`src/logic/erase_pkg.sv`:
```
// constants and types of the display erase sequencer
// assumes one 20 MHz clock; one character phase per clock, five phases a character
package erase_pkg;

  // ==========================================================
  // character timing
  localparam logic [2:0] PH_T1 = 3'h0;
  localparam logic [2:0] PH_T2 = 3'h1;
  localparam logic [2:0] PH_T4 = 3'h3;
  localparam logic [2:0] PH_T5 = 3'h4;
  localparam logic [6:0] CHAR_LAST_VISIBLE = 7'h4f; // character 79, count 80 follows
  localparam logic [6:0] CHAR_VISIBLE_END = 7'h50;  // count 80
  localparam logic [6:0] CHAR_LINE_LAST = 7'h63;    // character 99, count 100 follows
  localparam logic [2:0] LAST_ROW_COUNT = 3'h6;     // line six ends a clear

  // ==========================================================
  // function codes (ctrl-l, ctrl-k, ctrl-x)
  localparam logic [6:0] CODE_SCREEN = 7'h0c;
  localparam logic [6:0] CODE_PAGE = 7'h0b;
  localparam logic [6:0] CODE_ENTRY = 7'h18;

  // ==========================================================
  // register map and fields
  localparam logic [7:0] OFS_CTRL = 8'h00;
  localparam logic [7:0] OFS_CURSOR = 8'h04;
  localparam logic [7:0] OFS_DELIM = 8'h08;
  localparam logic [7:0] OFS_STATUS = 8'h0c;
  localparam int CTRL_SET_FORMS = 0;
  localparam int CTRL_RESET_FORMS = 1;
  localparam int POS_COL = 0;    // column field [6:0]
  localparam int POS_ROW = 8;    // row / line field [10:8]
  localparam int STAT_BUSY = 0;
  localparam int STAT_FORMS = 1;
  localparam int STAT_PEND = 2;
  localparam int STAT_VIDEO = 3;
  localparam int STAT_RUN = 4;   // running function [5:4]
  localparam logic [1:0] HTRANS_NONSEQ = 2'h2;
  localparam logic HRESP_OKAY = 1'b0;

  typedef enum logic [1:0] {FN_NONE, FN_SCREEN, FN_PAGE, FN_ENTRY} fn_t;
  typedef enum logic [2:0] {S_IDLE, S_ARM, S_SCREEN, S_LINE, S_DONE} seq_t;

  typedef struct packed {
    logic valid;
    logic write;
    logic [7:0] addr;
  } ahb_req_t;

endpackage : erase_pkg

```
`src/logic/display_erase_sequencer.sv`:
```
// erase sequencer: full-screen clear, clear to end of page, clear entry
// assumes host and keyboard cycles come from logic on clk_sys, one cycle wide
//
// How it works
// RULE_01 - screen clear from host or ctrl-l
// RULE_02 - seven-bit code decoded, pulse at t4
// RULE_03 - screen clear homes row and column
// RULE_04 - video off during screen clear
// RULE_05 - screen clear returns to general format
// RULE_06 - zero data, write cycles from t5
// RULE_07 - shift enable t2 to t2 after correlation
// RULE_08 - count 80: next row, column zero
// RULE_09 - line end writes zero delineator at t4
// RULE_10 - row six ends screen clear, releases all
// RULE_11 - page clear from cursor, cursor stays
// RULE_12 - page clear from host or ctrl-k
// RULE_13 - line flag set, edit counter counts
// RULE_14 - wait count 100, then zero data
// RULE_15 - shift enable held until count 80
// RULE_16 - first line cursor column, then delineator
// RULE_17 - delineator reads zero or colon plus one
// RULE_18 - count 80: step row, select delineator
// RULE_19 - line six at t2 ends page clear
// RULE_20 - clear entry homes, keeps delineators
// RULE_21 - delineators kept until screen clear
// RULE_22 - clear entry from host or ctrl-x
// RULE_23 - one erase at a time, others held; the code holds only one, and a further code is dropped
//
// The register offsets and the AHB-Lite slave port were left to the implementer.
`timescale 1ns/1ps
module display_erase_sequencer
  import erase_pkg::*;
#(
  parameter int LINES = 6
) (
  input wire logic clk_sys, // 20 MHz system clock
  input wire logic sys_rst, // async reset, active high
  input wire logic hsel, // ahb slave select
  input wire logic [7:0] haddr, // ahb byte address
  input wire logic [1:0] htrans, // ahb transfer type
  input wire logic hwrite, // ahb write
  input wire logic [2:0] hsize, // ahb size, word only
  input wire logic [31:0] hwdata, // ahb write data
  input wire logic hready, // ahb bus ready
  output logic hreadyout, // ahb slave ready
  output logic [31:0] hrdata, // ahb read data
  output logic hresp, // ahb response, always okay
  input wire logic host_receive_cycle, // code from host interface
  input wire logic keyboard_cycle, // code from keyboard
  input wire logic [6:0] function_code_bits, // parallel function code
  output logic screen_clear_decoded, // decoded screen clear pulse
  output logic page_end_clear_decoded, // decoded page or entry clear pulse
  output logic column_counter_reset, // cursor column reset pulse
  output logic row_counter_reset, // cursor row reset pulse
  output logic [6:0] cursor_col, // cursor column counter
  output logic [2:0] cursor_row, // cursor row counter
  output logic [2:0] row_edit, // row edit counter
  output logic screen_clear_active, // screen clear running
  output logic video_blank_n, // low while video is blanked
  output logic video_enable, // character video enable
  output logic forms_active, // split format set
  output logic general_format_n, // high in general format
  output logic shift_clock_enable, // memory shift clock enable
  output logic memory_phase_clock, // memory phase clock pulse
  output logic data_reg_zero, // data register forced to zero
  output logic mem_write, // memory write cycle pulse
  output logic line_end_pulse, // count 80 during screen clear
  output logic delim_mem_write, // delineator memory write pulse
  output logic [6:0] delim_mem_column, // delineator memory output column
  output logic line_clear_flag, // page or entry clear armed
  output logic count_hundred_pulse, // count 100 seen while armed
  output logic column_mux_select_delim, // column mux on delineator output
  output logic row_edit_increment, // edit row step pulse
  output logic last_row_detect, // row count reached six
  output logic clear_done // page or entry clear finished
);

  typedef struct packed {
    seq_t seq;
    fn_t pend;
    fn_t run;
    logic [2:0] phase;
    logic [6:0] chr;
    logic [6:0] ccol;
    logic [2:0] crow;
    logic [2:0] erow;
    logic [6:0] start;
    logic [LINES-1:0][6:0] delim;
    logic dwr_pend;
    logic [2:0] dwr_line;
    logic forms, video, lcf, zero, shen, phclk, mwr, mux_delim, scr, gfmt_n;
    logic dec_scr, dec_page, col_rst, row_rst, lend, dwr, c100, rinc, last, done;
    logic [6:0] dcol;
    ahb_req_t req;
    logic ready;
    logic [31:0] rdata;
  } state_t;

  state_t st_reg, st_next;
  fn_t code_fn;
  logic char_end;
  logic [6:0] dsel;

  always_comb begin
    unique case (function_code_bits)
      CODE_SCREEN: code_fn = FN_SCREEN;
      CODE_PAGE: code_fn = FN_PAGE;
      CODE_ENTRY: code_fn = FN_ENTRY;
      default: code_fn = FN_NONE;
    endcase
  end

  assign char_end = (st_reg.phase == PH_T5);

  always_comb begin
    st_next = st_reg;
    dsel = 7'h00;
    // ==========================================================
    // character phase and count
    st_next.phase = char_end ? PH_T1 : st_reg.phase + 3'h1;
    if (char_end) begin
      st_next.chr = (st_reg.chr == CHAR_LINE_LAST) ? 7'h00 : st_reg.chr + 7'h01;
    end
    // pulses default low
    st_next.dec_scr = 1'b0;
    st_next.dec_page = 1'b0;
    st_next.col_rst = 1'b0;
    st_next.row_rst = 1'b0;
    st_next.lend = 1'b0;
    st_next.dwr = 1'b0;
    st_next.c100 = 1'b0;
    st_next.rinc = 1'b0;
    st_next.done = 1'b0;
    st_next.mwr = 1'b0;
    st_next.phclk = 1'b0;

    // ==========================================================
    // code capture: a code seen while busy waits here
    if ((host_receive_cycle || keyboard_cycle) && st_reg.pend == FN_NONE) begin
      st_next.pend = code_fn; // [RULE_01] [RULE_12] [RULE_22] [RULE_23]
    end
    if (!st_reg.lcf) begin
      st_next.erow = st_reg.crow; // parallel load while not armed [RULE_13]
    end

    // ==========================================================
    // sequencer
    unique case (st_reg.seq)
      S_IDLE: begin
        if (st_reg.phase == PH_T4 && st_reg.pend != FN_NONE) begin // [RULE_02] [RULE_23]
          st_next.run = st_reg.pend;
          st_next.pend = FN_NONE;
          st_next.seq = S_ARM;
          if (st_reg.pend == FN_SCREEN) begin
            st_next.dec_scr = 1'b1;
            st_next.col_rst = 1'b1;
            st_next.row_rst = 1'b1;
            st_next.ccol = 7'h00; // [RULE_03]
            st_next.crow = 3'h0; // [RULE_03]
            st_next.video = 1'b0; // [RULE_04]
            st_next.forms = 1'b0; // [RULE_05]
            st_next.zero = 1'b1; // [RULE_06]
          end else begin
            st_next.dec_page = 1'b1;
            st_next.lcf = 1'b1; // [RULE_13]
            st_next.mux_delim = 1'b0;
            st_next.start = st_reg.ccol; // first line from cursor [RULE_11] [RULE_16]
            st_next.erow = st_reg.crow;
            if (st_reg.pend == FN_ENTRY) begin
              st_next.col_rst = 1'b1;
              st_next.row_rst = 1'b1;
              st_next.crow = 3'h0; // [RULE_20]
              st_next.erow = 3'h0;
              dsel = st_reg.forms ? st_reg.delim[0] + 7'h01 : 7'h00; // [RULE_20]
              st_next.ccol = dsel;
              st_next.start = dsel;
            end
          end
        end
      end
      S_ARM: begin
        if (char_end && st_reg.chr == CHAR_LINE_LAST) begin // count 100 [RULE_14]
          if (st_reg.run == FN_SCREEN) begin
            st_next.seq = S_SCREEN;
          end else begin
            st_next.c100 = 1'b1;
            st_next.zero = 1'b1; // [RULE_14]
            st_next.seq = S_LINE;
          end
        end
      end
      S_SCREEN: begin
        if (st_reg.phase == PH_T2) begin
          st_next.shen = (st_reg.chr < CHAR_VISIBLE_END); // [RULE_07]
        end
        if (char_end && st_reg.shen) begin
          st_next.mwr = 1'b1; // back-to-back writes of zero [RULE_06]
          st_next.ccol = st_reg.chr + 7'h01;
        end
        if (char_end && st_reg.chr == CHAR_LAST_VISIBLE) begin // [RULE_08]
          st_next.lend = 1'b1;
          st_next.col_rst = 1'b1;
          st_next.ccol = 7'h00;
          st_next.crow = st_reg.crow + 3'h1;
          st_next.dwr_pend = 1'b1;
          st_next.dwr_line = st_reg.crow;
          if (st_reg.crow + 3'h1 == LAST_ROW_COUNT) begin // [RULE_10]
            st_next.last = 1'b1;
            st_next.seq = S_IDLE;
            st_next.run = FN_NONE;
            st_next.zero = 1'b0;
            st_next.video = 1'b1;
            st_next.shen = 1'b0;
          end
        end
      end
      S_LINE: begin
        if (st_reg.phase == PH_T2) begin
          // correlation at the start column, held to count 80 [RULE_15]
          st_next.shen = (st_reg.chr >= st_reg.start) && (st_reg.chr < CHAR_VISIBLE_END);
        end
        if (char_end && st_reg.shen) begin
          st_next.mwr = 1'b1;
        end
        if (char_end && st_reg.chr == CHAR_LAST_VISIBLE) begin // [RULE_18]
          st_next.rinc = 1'b1;
          st_next.erow = st_reg.erow + 3'h1; // [RULE_13]
          st_next.mux_delim = 1'b1; // [RULE_16]
          st_next.zero = 1'b0;
          st_next.shen = 1'b0;
          if (st_reg.erow + 3'h1 >= LAST_ROW_COUNT) begin
            st_next.seq = S_DONE;
          end else begin
            if (st_reg.forms) begin
              dsel = st_reg.delim[st_reg.erow + 3'h1] + 7'h01; // [RULE_17]
            end
            st_next.start = dsel; // [RULE_16] [RULE_17]
            st_next.seq = S_ARM;
          end
        end
      end
      S_DONE: begin
        if (st_reg.phase == PH_T2) begin // [RULE_19]
          st_next.done = 1'b1;
          st_next.last = 1'b1;
          st_next.lcf = 1'b0;
          st_next.mux_delim = 1'b0;
          st_next.run = FN_NONE;
          st_next.seq = S_IDLE;
        end
      end
    endcase
    if (st_reg.seq != S_SCREEN && st_reg.seq != S_DONE) begin
      st_next.last = 1'b0;
    end
    st_next.phclk = st_reg.shen && st_reg.phase == PH_T4;
    st_next.dcol = st_next.start;

    // ==========================================================
    // delineator memory: cleared only by screen clear [RULE_21]
    if (st_reg.dwr_pend && st_reg.phase == PH_T4) begin
      st_next.dwr_pend = 1'b0;
      st_next.dwr = 1'b1;
      st_next.delim[st_reg.dwr_line] = 7'h00; // [RULE_09]
    end

    // ==========================================================
    // ahb-lite slave, zero wait states
    st_next.ready = 1'b1;
    if (st_reg.req.valid && st_reg.req.write) begin
      unique case (st_reg.req.addr)
        OFS_CTRL: begin
          if (hwdata[CTRL_SET_FORMS]) begin
            st_next.forms = 1'b1;
          end
          if (hwdata[CTRL_RESET_FORMS] && st_reg.run != FN_SCREEN) begin
            st_next.forms = 1'b0;
          end
        end
        OFS_CURSOR: begin
          if (st_reg.seq == S_IDLE) begin
            st_next.ccol = hwdata[POS_COL +: 7];
            st_next.crow = hwdata[POS_ROW +: 3];
          end
        end
        OFS_DELIM: begin
          // colons are written only in general format
          if (!st_reg.forms && st_reg.seq == S_IDLE && hwdata[POS_ROW +: 3] < LINES) begin
            st_next.delim[hwdata[POS_ROW +: 3]] = hwdata[POS_COL +: 7];
          end
        end
        default: begin
        end
      endcase
    end
    st_next.req.valid = hsel && hready && htrans == HTRANS_NONSEQ;
    st_next.req.write = hwrite;
    st_next.req.addr = haddr;
    st_next.rdata = 32'h0000_0000;
    if (hsel && hready && htrans == HTRANS_NONSEQ && !hwrite) begin
      unique case (haddr)
        OFS_CTRL: st_next.rdata[CTRL_SET_FORMS] = st_reg.forms;
        OFS_CURSOR: begin
          st_next.rdata[POS_COL +: 7] = st_reg.ccol;
          st_next.rdata[POS_ROW +: 3] = st_reg.crow;
        end
        OFS_STATUS: begin
          st_next.rdata[STAT_BUSY] = st_reg.seq != S_IDLE;
          st_next.rdata[STAT_FORMS] = st_reg.forms;
          st_next.rdata[STAT_PEND] = st_reg.pend != FN_NONE;
          st_next.rdata[STAT_VIDEO] = st_reg.video;
          st_next.rdata[STAT_RUN +: 2] = st_reg.run;
        end
        default: st_next.rdata = 32'h0000_0000;
      endcase
    end
    st_next.scr = (st_next.run == FN_SCREEN);
    st_next.gfmt_n = !st_next.forms;
  end

  always_ff @(posedge clk_sys or posedge sys_rst) begin
    if (sys_rst) begin
      st_reg <= '0;
      st_reg.video <= 1'b1;
      st_reg.gfmt_n <= 1'b1;
    end else begin
      st_reg <= st_next;
    end
  end

  // ==========================================================
  // outputs, all but hresp straight from the state register; hresp is tied to HRESP_OKAY
  assign hreadyout = st_reg.ready;
  assign hrdata = st_reg.rdata;
  assign hresp = HRESP_OKAY;
  assign screen_clear_decoded = st_reg.dec_scr;
  assign page_end_clear_decoded = st_reg.dec_page;
  assign column_counter_reset = st_reg.col_rst;
  assign row_counter_reset = st_reg.row_rst;
  assign cursor_col = st_reg.ccol;
  assign cursor_row = st_reg.crow;
  assign row_edit = st_reg.erow;
  assign screen_clear_active = st_reg.scr;
  assign video_blank_n = st_reg.video;
  assign video_enable = st_reg.video;
  assign forms_active = st_reg.forms;
  assign general_format_n = st_reg.gfmt_n;
  assign shift_clock_enable = st_reg.shen;
  assign memory_phase_clock = st_reg.phclk;
  assign data_reg_zero = st_reg.zero;
  assign mem_write = st_reg.mwr;
  assign line_end_pulse = st_reg.lend;
  assign delim_mem_write = st_reg.dwr;
  assign delim_mem_column = st_reg.dcol;
  assign line_clear_flag = st_reg.lcf;
  assign count_hundred_pulse = st_reg.c100;
  assign column_mux_select_delim = st_reg.mux_delim;
  assign row_edit_increment = st_reg.rinc;
  assign last_row_detect = st_reg.last;
  assign clear_done = st_reg.done;
endmodule : display_erase_sequencer

```
`config.mk`:
```
export PLATFORM = sky130hd
export DESIGN_NAME = display_erase_sequencer
export DESIGN_NICKNAME = d
export VERILOG_FILES = /design/src/logic/erase_pkg.sv /design/src/logic/display_erase_sequencer.sv
export SDC_FILE = /design/constraint.sdc
export NUM_CORES = 1
export LEC_CHECK = 0
export BUFFER_PORTS_ARGS = -buffer_cell sky130_fd_sc_hd__buf_2
export CAP_MARGIN = 20
export CORE_MARGIN = 10
export CORE_UTILIZATION = 43
export CTS_BUF_LIST = sky130_fd_sc_hd__clkbuf_8
export DETAILED_ROUTE_END_ITERATION = 10
export PLACE_DENSITY = 0.74
export SETUP_SLACK_MARGIN = 0.1
export SYNTH_ARGS = -nofsm -noshare
export SYNTH_HDL_FRONTEND = slang
export SYNTH_SLANG_ARGS = --single-unit
```
`constraint.sdc`:
```
create_clock -name clk_sys -period 3.5 [get_ports clk_sys]
set_clock_uncertainty 0.15 [all_clocks]
set_input_delay 0.175 -clock clk_sys [delete_from_list [all_inputs] [get_ports clk_sys]]
set_output_delay 0.175 -clock clk_sys [all_outputs]
set_load 0.01 [all_outputs]
```
Yosys cells after proc, flatten, opt, wreduce, memory -nomap -nowiden

Cells that the tools add are included.

Output and inout port bits: 75
Flip-flop bits (word level): 146
Logic and storage cells: 246
Input bits: 59

Reduce and logical (&&, ||, !) cells: 48
$lt $le $gt $ge: 9
Bitwise operators: 2
Add/sub/neg operators: 6
Equality and inequality tests: 39
Muxes and demuxes: 100

Operators with widths:

| operator                                            | number |
|---|---|
| 2-to-1 mux 42 bit                                   | 3 |
| 2-to-1 mux 10 bit                                   | 7 |
| 2-to-1 mux 7 bit                                    | 9 |
| 2-to-1 mux 43 bit                                   | 1 |
| AND 42 bit                                          | 1 |
| bitwise mux 42 bit                                  | 1 |
| demux 7 bit (select 3 bit)                          | 2 |
| NOT 42 bit                                          | 1 |
| 2-to-1 mux 20 bit                                   | 2 |
| one-hot mux 10 bit (2 select lines)                 | 2 |
| 2-to-1 mux 1 bit                                    | 33 |
| 2-to-1 mux 3 bit                                    | 9 |
| 2-to-1 mux 2 bit                                    | 13 |
| adder 7 x 1 -> 7 bit, second input constant         | 3 |
| binary-select mux 7 bit (select 3 bit)              | 1 |
| inequality test 2 bit, second input constant        | 10 |
| logical AND 1 bit                                   | 18 |
| equality test 8 x 3 -> 1 bit, second input constant | 2 |
| equality test 8 x 4 -> 1 bit, second input constant | 2 |
| logical NOT 8 bit                                   | 2 |
| 2-to-1 mux 4 bit                                    | 4 |
| inequality test 3 bit, second input constant        | 5 |
| one-hot mux 3 bit (5 select lines)                  | 1 |
| AND reduction 5 bit                                 | 3 |
| other kinds (35)                                    | 69 |

Depth between registers and ports, before layout

Word-level depth: 11
Depth in mapped cells: 11
Depth with buffers taken out: 10

Least setup slack after synthesis

No wires, ideal clock.

Kind: reg2reg
From: register st_reg (netlist bit row_edit[0])
To: register st_reg (netlist bit delim_mem_column[4])
Data required time: 3.222 ns
Setup time: 0.128 ns
Stages on the path, launching flop included: 11
Path slack: 0.834 ns
Period minus slack after synthesis: 2.666 ns
Arrival: 2.388 ns
Buffers on the path: 1
Path through: dfrtp_1 > ha_1 > buf_1 > mux4_2 > nand2_1 > o31ai_1 > ha_1 > o31a_1 > a21oi_1 > o32ai_1 > mux2_1

Cells in the longest elaborated chain, start to end: 8
Elaborated cells between the ends (all ways): 11
Classes of those cells: add/sub (2); order compare (1); eq/ne (1); mux (6); reduce/logical (1)

RTL lines:

| element                                | line                                                           | RTL |
|---|---|---|
| start: declaration                     | display_erase_sequencer.sv:99                                  | `state_t st_reg, st_next;` |
| start signal: assignment               | display_erase_sequencer.sv:327                                 | `st_reg <= st_next;` |
| adder 3 x 1 -> 3 bit (*)               | display_erase_sequencer.sv:231, display_erase_sequencer.sv:235 |  |
| binary-select mux 7 bit (select 3 bit) | display_erase_sequencer.sv:235                                 | `dsel = st_reg.delim[st_reg.erow + 3'h1] + 7'h01;` |
| 2-to-1 mux 7 bit (not written as such) | display_erase_sequencer.sv:235                                 |  |
| adder 7 x 1 -> 7 bit                   | display_erase_sequencer.sv:235                                 |  |
| 2-to-1 mux 7 bit                       | display_erase_sequencer.sv:234                                 | `if (st_reg.forms) begin` |
| 2-to-1 mux 7 bit                       | display_erase_sequencer.sv:231                                 | `if (st_reg.erow + 3'h1 >= LAST_ROW_COUNT) begin` |
| 2-to-1 mux 10 bit                      | display_erase_sequencer.sv:225                                 | `if (char_end && st_reg.chr == CHAR_LAST_VISIBLE) begin` |
| one-hot mux 10 bit (2 select lines)    | display_erase_sequencer.sv:148                                 | `unique case (st_reg.seq)` |

Mark *: on every way between the ends. The rest lies on a longest branch, timed or not. The select of a mux whose other input is x is not followed.
A chain may end at the register's enable or synchronous reset.

Worst setup path after layout

From: register st_reg (netlist bit row_edit[1])
To: register st_reg (netlist bit delim_mem_column[4])

Same word-level chain as after synthesis.

==> reports/results.ini <==
[cells_and_area]
largest_reg_flops = 73
drive_gt1_share_pct = 18.03
final_common_cell = nand2_1
nets = 896
layout_common_cells = nand2_1 (124), dfrtp_1 (122), buf_2 (85)
area_delta_synth_final_pct = 14.09
fin_util_pct = 49.53
diodes = 0

[synthesis]
ys_seq_area_share_pct = 45.36
ys_types = 75
synth_top_area_share_pct = 44.59
synth-edff-count = 0
synth_area_um2 = 6847
synth-seq-cells = 124
ys_warn_count = 0
synth-simple-area-share_pct = 20.03
synth_mux_area_share_pct = 5.245
synthCells = 739
synthFlopType = dfrtp_1
syn_avg_cell_area_um2 = 9.265
synth_compound_gate_area_share_pct = 13.74
synth_top_area_cell = dfrtp_1
synth_fa_ha_area_share_pct = 3.289
synth_top_family_by_area = simple AND/OR/NAND/NOR gates
async_reset_ff_share_pct = 100.0
synthTopCellsByArea = dfrtp_1 (45%), nand2_1 (6.8%), buf_4 (6.1%)
synthXorXnorAreaFrac_pct = 2.175

[worst_setup_path]
crit_top_cell = ha_1
crit_arrival_ps = 2950
reg2reg_from = row_edit[1]
cp-start-kind = flip-flop
critical-path-slowest-cell = ha_1
critPathMaxFanout = 9
cp_data_required_time_ps = 3680
worstPathCellList = inv_1 > ha_1 > clkinv_1 > o31ai_1 > ha_1 > o31a_1 > and3_1 > o32ai_1 > mux2_1
cp-end-kind = flip-flop
path_class = flip-flop to flip-flop
critPathMaxStageDelay_ps = 430
crit_start = row_edit[1]
r2r_cells = 9

[place]
pre_cts_ws_ps = 778.4
io_buffers = 85
gp_congestion = 0.8496
dp_hpwl_mm = 12.97

[floorplan]
ios = 134
die_w_um = 146.2
placementRows = 46
core_area_um2 = 15770
initial_core_util_pct = 43.41
die_y_um = 146.2
die-area_um2 = 21370

[sta]
fin_crit_sh_pct = 79.13
setup_viol = 0
relSlewSlack_pct = 40.79
whs_ps = 133.8
rsz0062_at_grt = no
final.setup.tns_ps = 0
fin_crit_ps = 2770
slew_violations = 0
fmax_mhz = 361.1
hold_viol_final = 0
finalWorstSetupSlack_ps = 730.3
worst_pin_slew_ps = 886.2

[route]
ant_nets = 0
wire_per_inst_um = 17.19
route.vias.total = 5500
dr.pass1.iters = 5
drc = 0
vias_per_cell = 5.248
dr.first_iter.drc_count = 493
wirelength_mm = 18.02

[clocking]
clock_latency_ps = 460
cts_buffers = 17
cts_buffer_depth = 2
cts_tree = yes
ctsResizeCount = 0
root_buffer = clkbuf_8
htreeDepth = 4
post_cts_buffers = 0
cts_hold_buf = 28
clock_sinks = 124
cts.clk_slew.worst_paths_ps = 80

[pwr]
ir_worst_vdd_mv = 0.3036
pwr-share-seq_pct = 42.1
switchingPower_mw = 1.587
powerDensity_nw_per_um2 = 557.2
p_sw_share_pct = 36.46
p_clk_share_pct = 28.3
p_int_mw = 2.765
combinationalPowerShare_pct = 29.5
power.leakage_nw = 3.800

[grt]
grt_overflow = 0
grt_pass1_wl_mm = 29.53
grt_max_degree = 87
grt_pass1_vias = 5473
track_usage_pct = 17.12
antenna_found_initial = 0

[run_status]
outcome = finished clean

[hold_path]
holdCritStartpoint = htrans[1]
hold_depth = 5
hold_path_class = primary input to flip-flop

[run]
max_cap_viol_count = 0

-- metal layers --
| metal | part of all wire (%) | global-route usage [%] | vias to the layer above |
|---|---|---|---|
| li1 | - | - | 2634 |
| met5 | 0 | 0 | - |
| met1 | 42 | 21.71 | 2641 |
| met3 | 8.1 | 5.501 | 26 |
| met2 | 48 | 27.02 | 199 |
| met4 | 1.9 | 5.706 | 0 |
-- cells by family (layout without fill, tap and decap cells) --
group	count (synthesis)	in the layout
and+or+nand+nor	279	279
AOI/OAI and AO/OA	153	153
DFF	124	124
buffers and inverters	117	188
muxes	29	29
adders and majority gates	18	18
xor gates and xnor gates	17	17
other	2	24
-- per-stage QoR --
| stage | cell area [um2] | instances | power [mW] |
|---|---|---|---|
| after global routing | 7811 | 1048 | 4.623 |
| after CTS | 7811 | 1048 | 4.379 |
| after detailed placement | 7148 | 988 | 3.105 |
| after global placement | 7148 | 988 | 3.088 |
| final | 7811 | 1048 | 4.352 |
| after floorplan | 6933 | 761 | 2.820 |
-- cell type report --
| cell class | count | area, um2 |
|---|---|---|
| Clock inverter | 14 | 135.1 |
| Sequential cell | 124 | 3105 |
| Tap cell | 216 | 270.3 |
| Multi-Input combinational cell | 520 | 3136 |
| Clock buffer | 18 | 247.7 |
| Fill cell | 1538 | 7959 |
| Inverter | 34 | 131.4 |
| Timing Repair Buffer | 122 | 785.8 |
-- final timing paths --
check                      slack (ps)                  end
max                               730  delim_mem_column[4]
min                               130            hrdata[0]
max reg2reg                       730  delim_mem_column[4]
min reg2reg                       320           st_reg[73]
max in group asynchronous        1980     general_format_n
min in group asynchronous         290      delim_mem_write
-- power by group through the flow --
| stage | Sequential [mW] | Clock (mW) | Combinational, mW |
|---|---|---|---|
| 2_1_floorplan | 1.76 | 0 | 1.06 |
| 3_3_place_gp | 1.86 | 0 | 1.23 |
| 3_5_place_dp | 1.86 | 0 | 1.25 |
| 4_1_cts | 1.83 | 1.26 | 1.29 |
| 5_1_grt | 1.87 | 1.32 | 1.44 |
| 6_report | 1.83 | 1.23 | 1.29 |
-- worst max-delay path: cells and delay by family, from the launching register on --
kind | cells | cell delay, ps
AOI/OAI and AO/OA | 3 | 630
DFF | 1 | 410
adders and majority gates | 2 | 650
and+or+nand+nor | 1 | 160
buffers and inverters | 2 | 350
muxes | 1 | 300
-- synth_stat cells (all sizes together) (6+ instances only) --
library cell and instances:
a21o 6, a21oi 30, a221oi 6, and2 12
and3 7, buf 72, clkbuf 11, dfrtp 122
ha 18, inv 33, mux2i 19, nand2 124
nand2b 6, nand3 27, nor2 51, nor2b 10
nor3 16, nor4 6, o21ai 68, o31ai 6
xnor2 7, xor2 10
No activity file was read; power rests on OpenSTA's default activity.
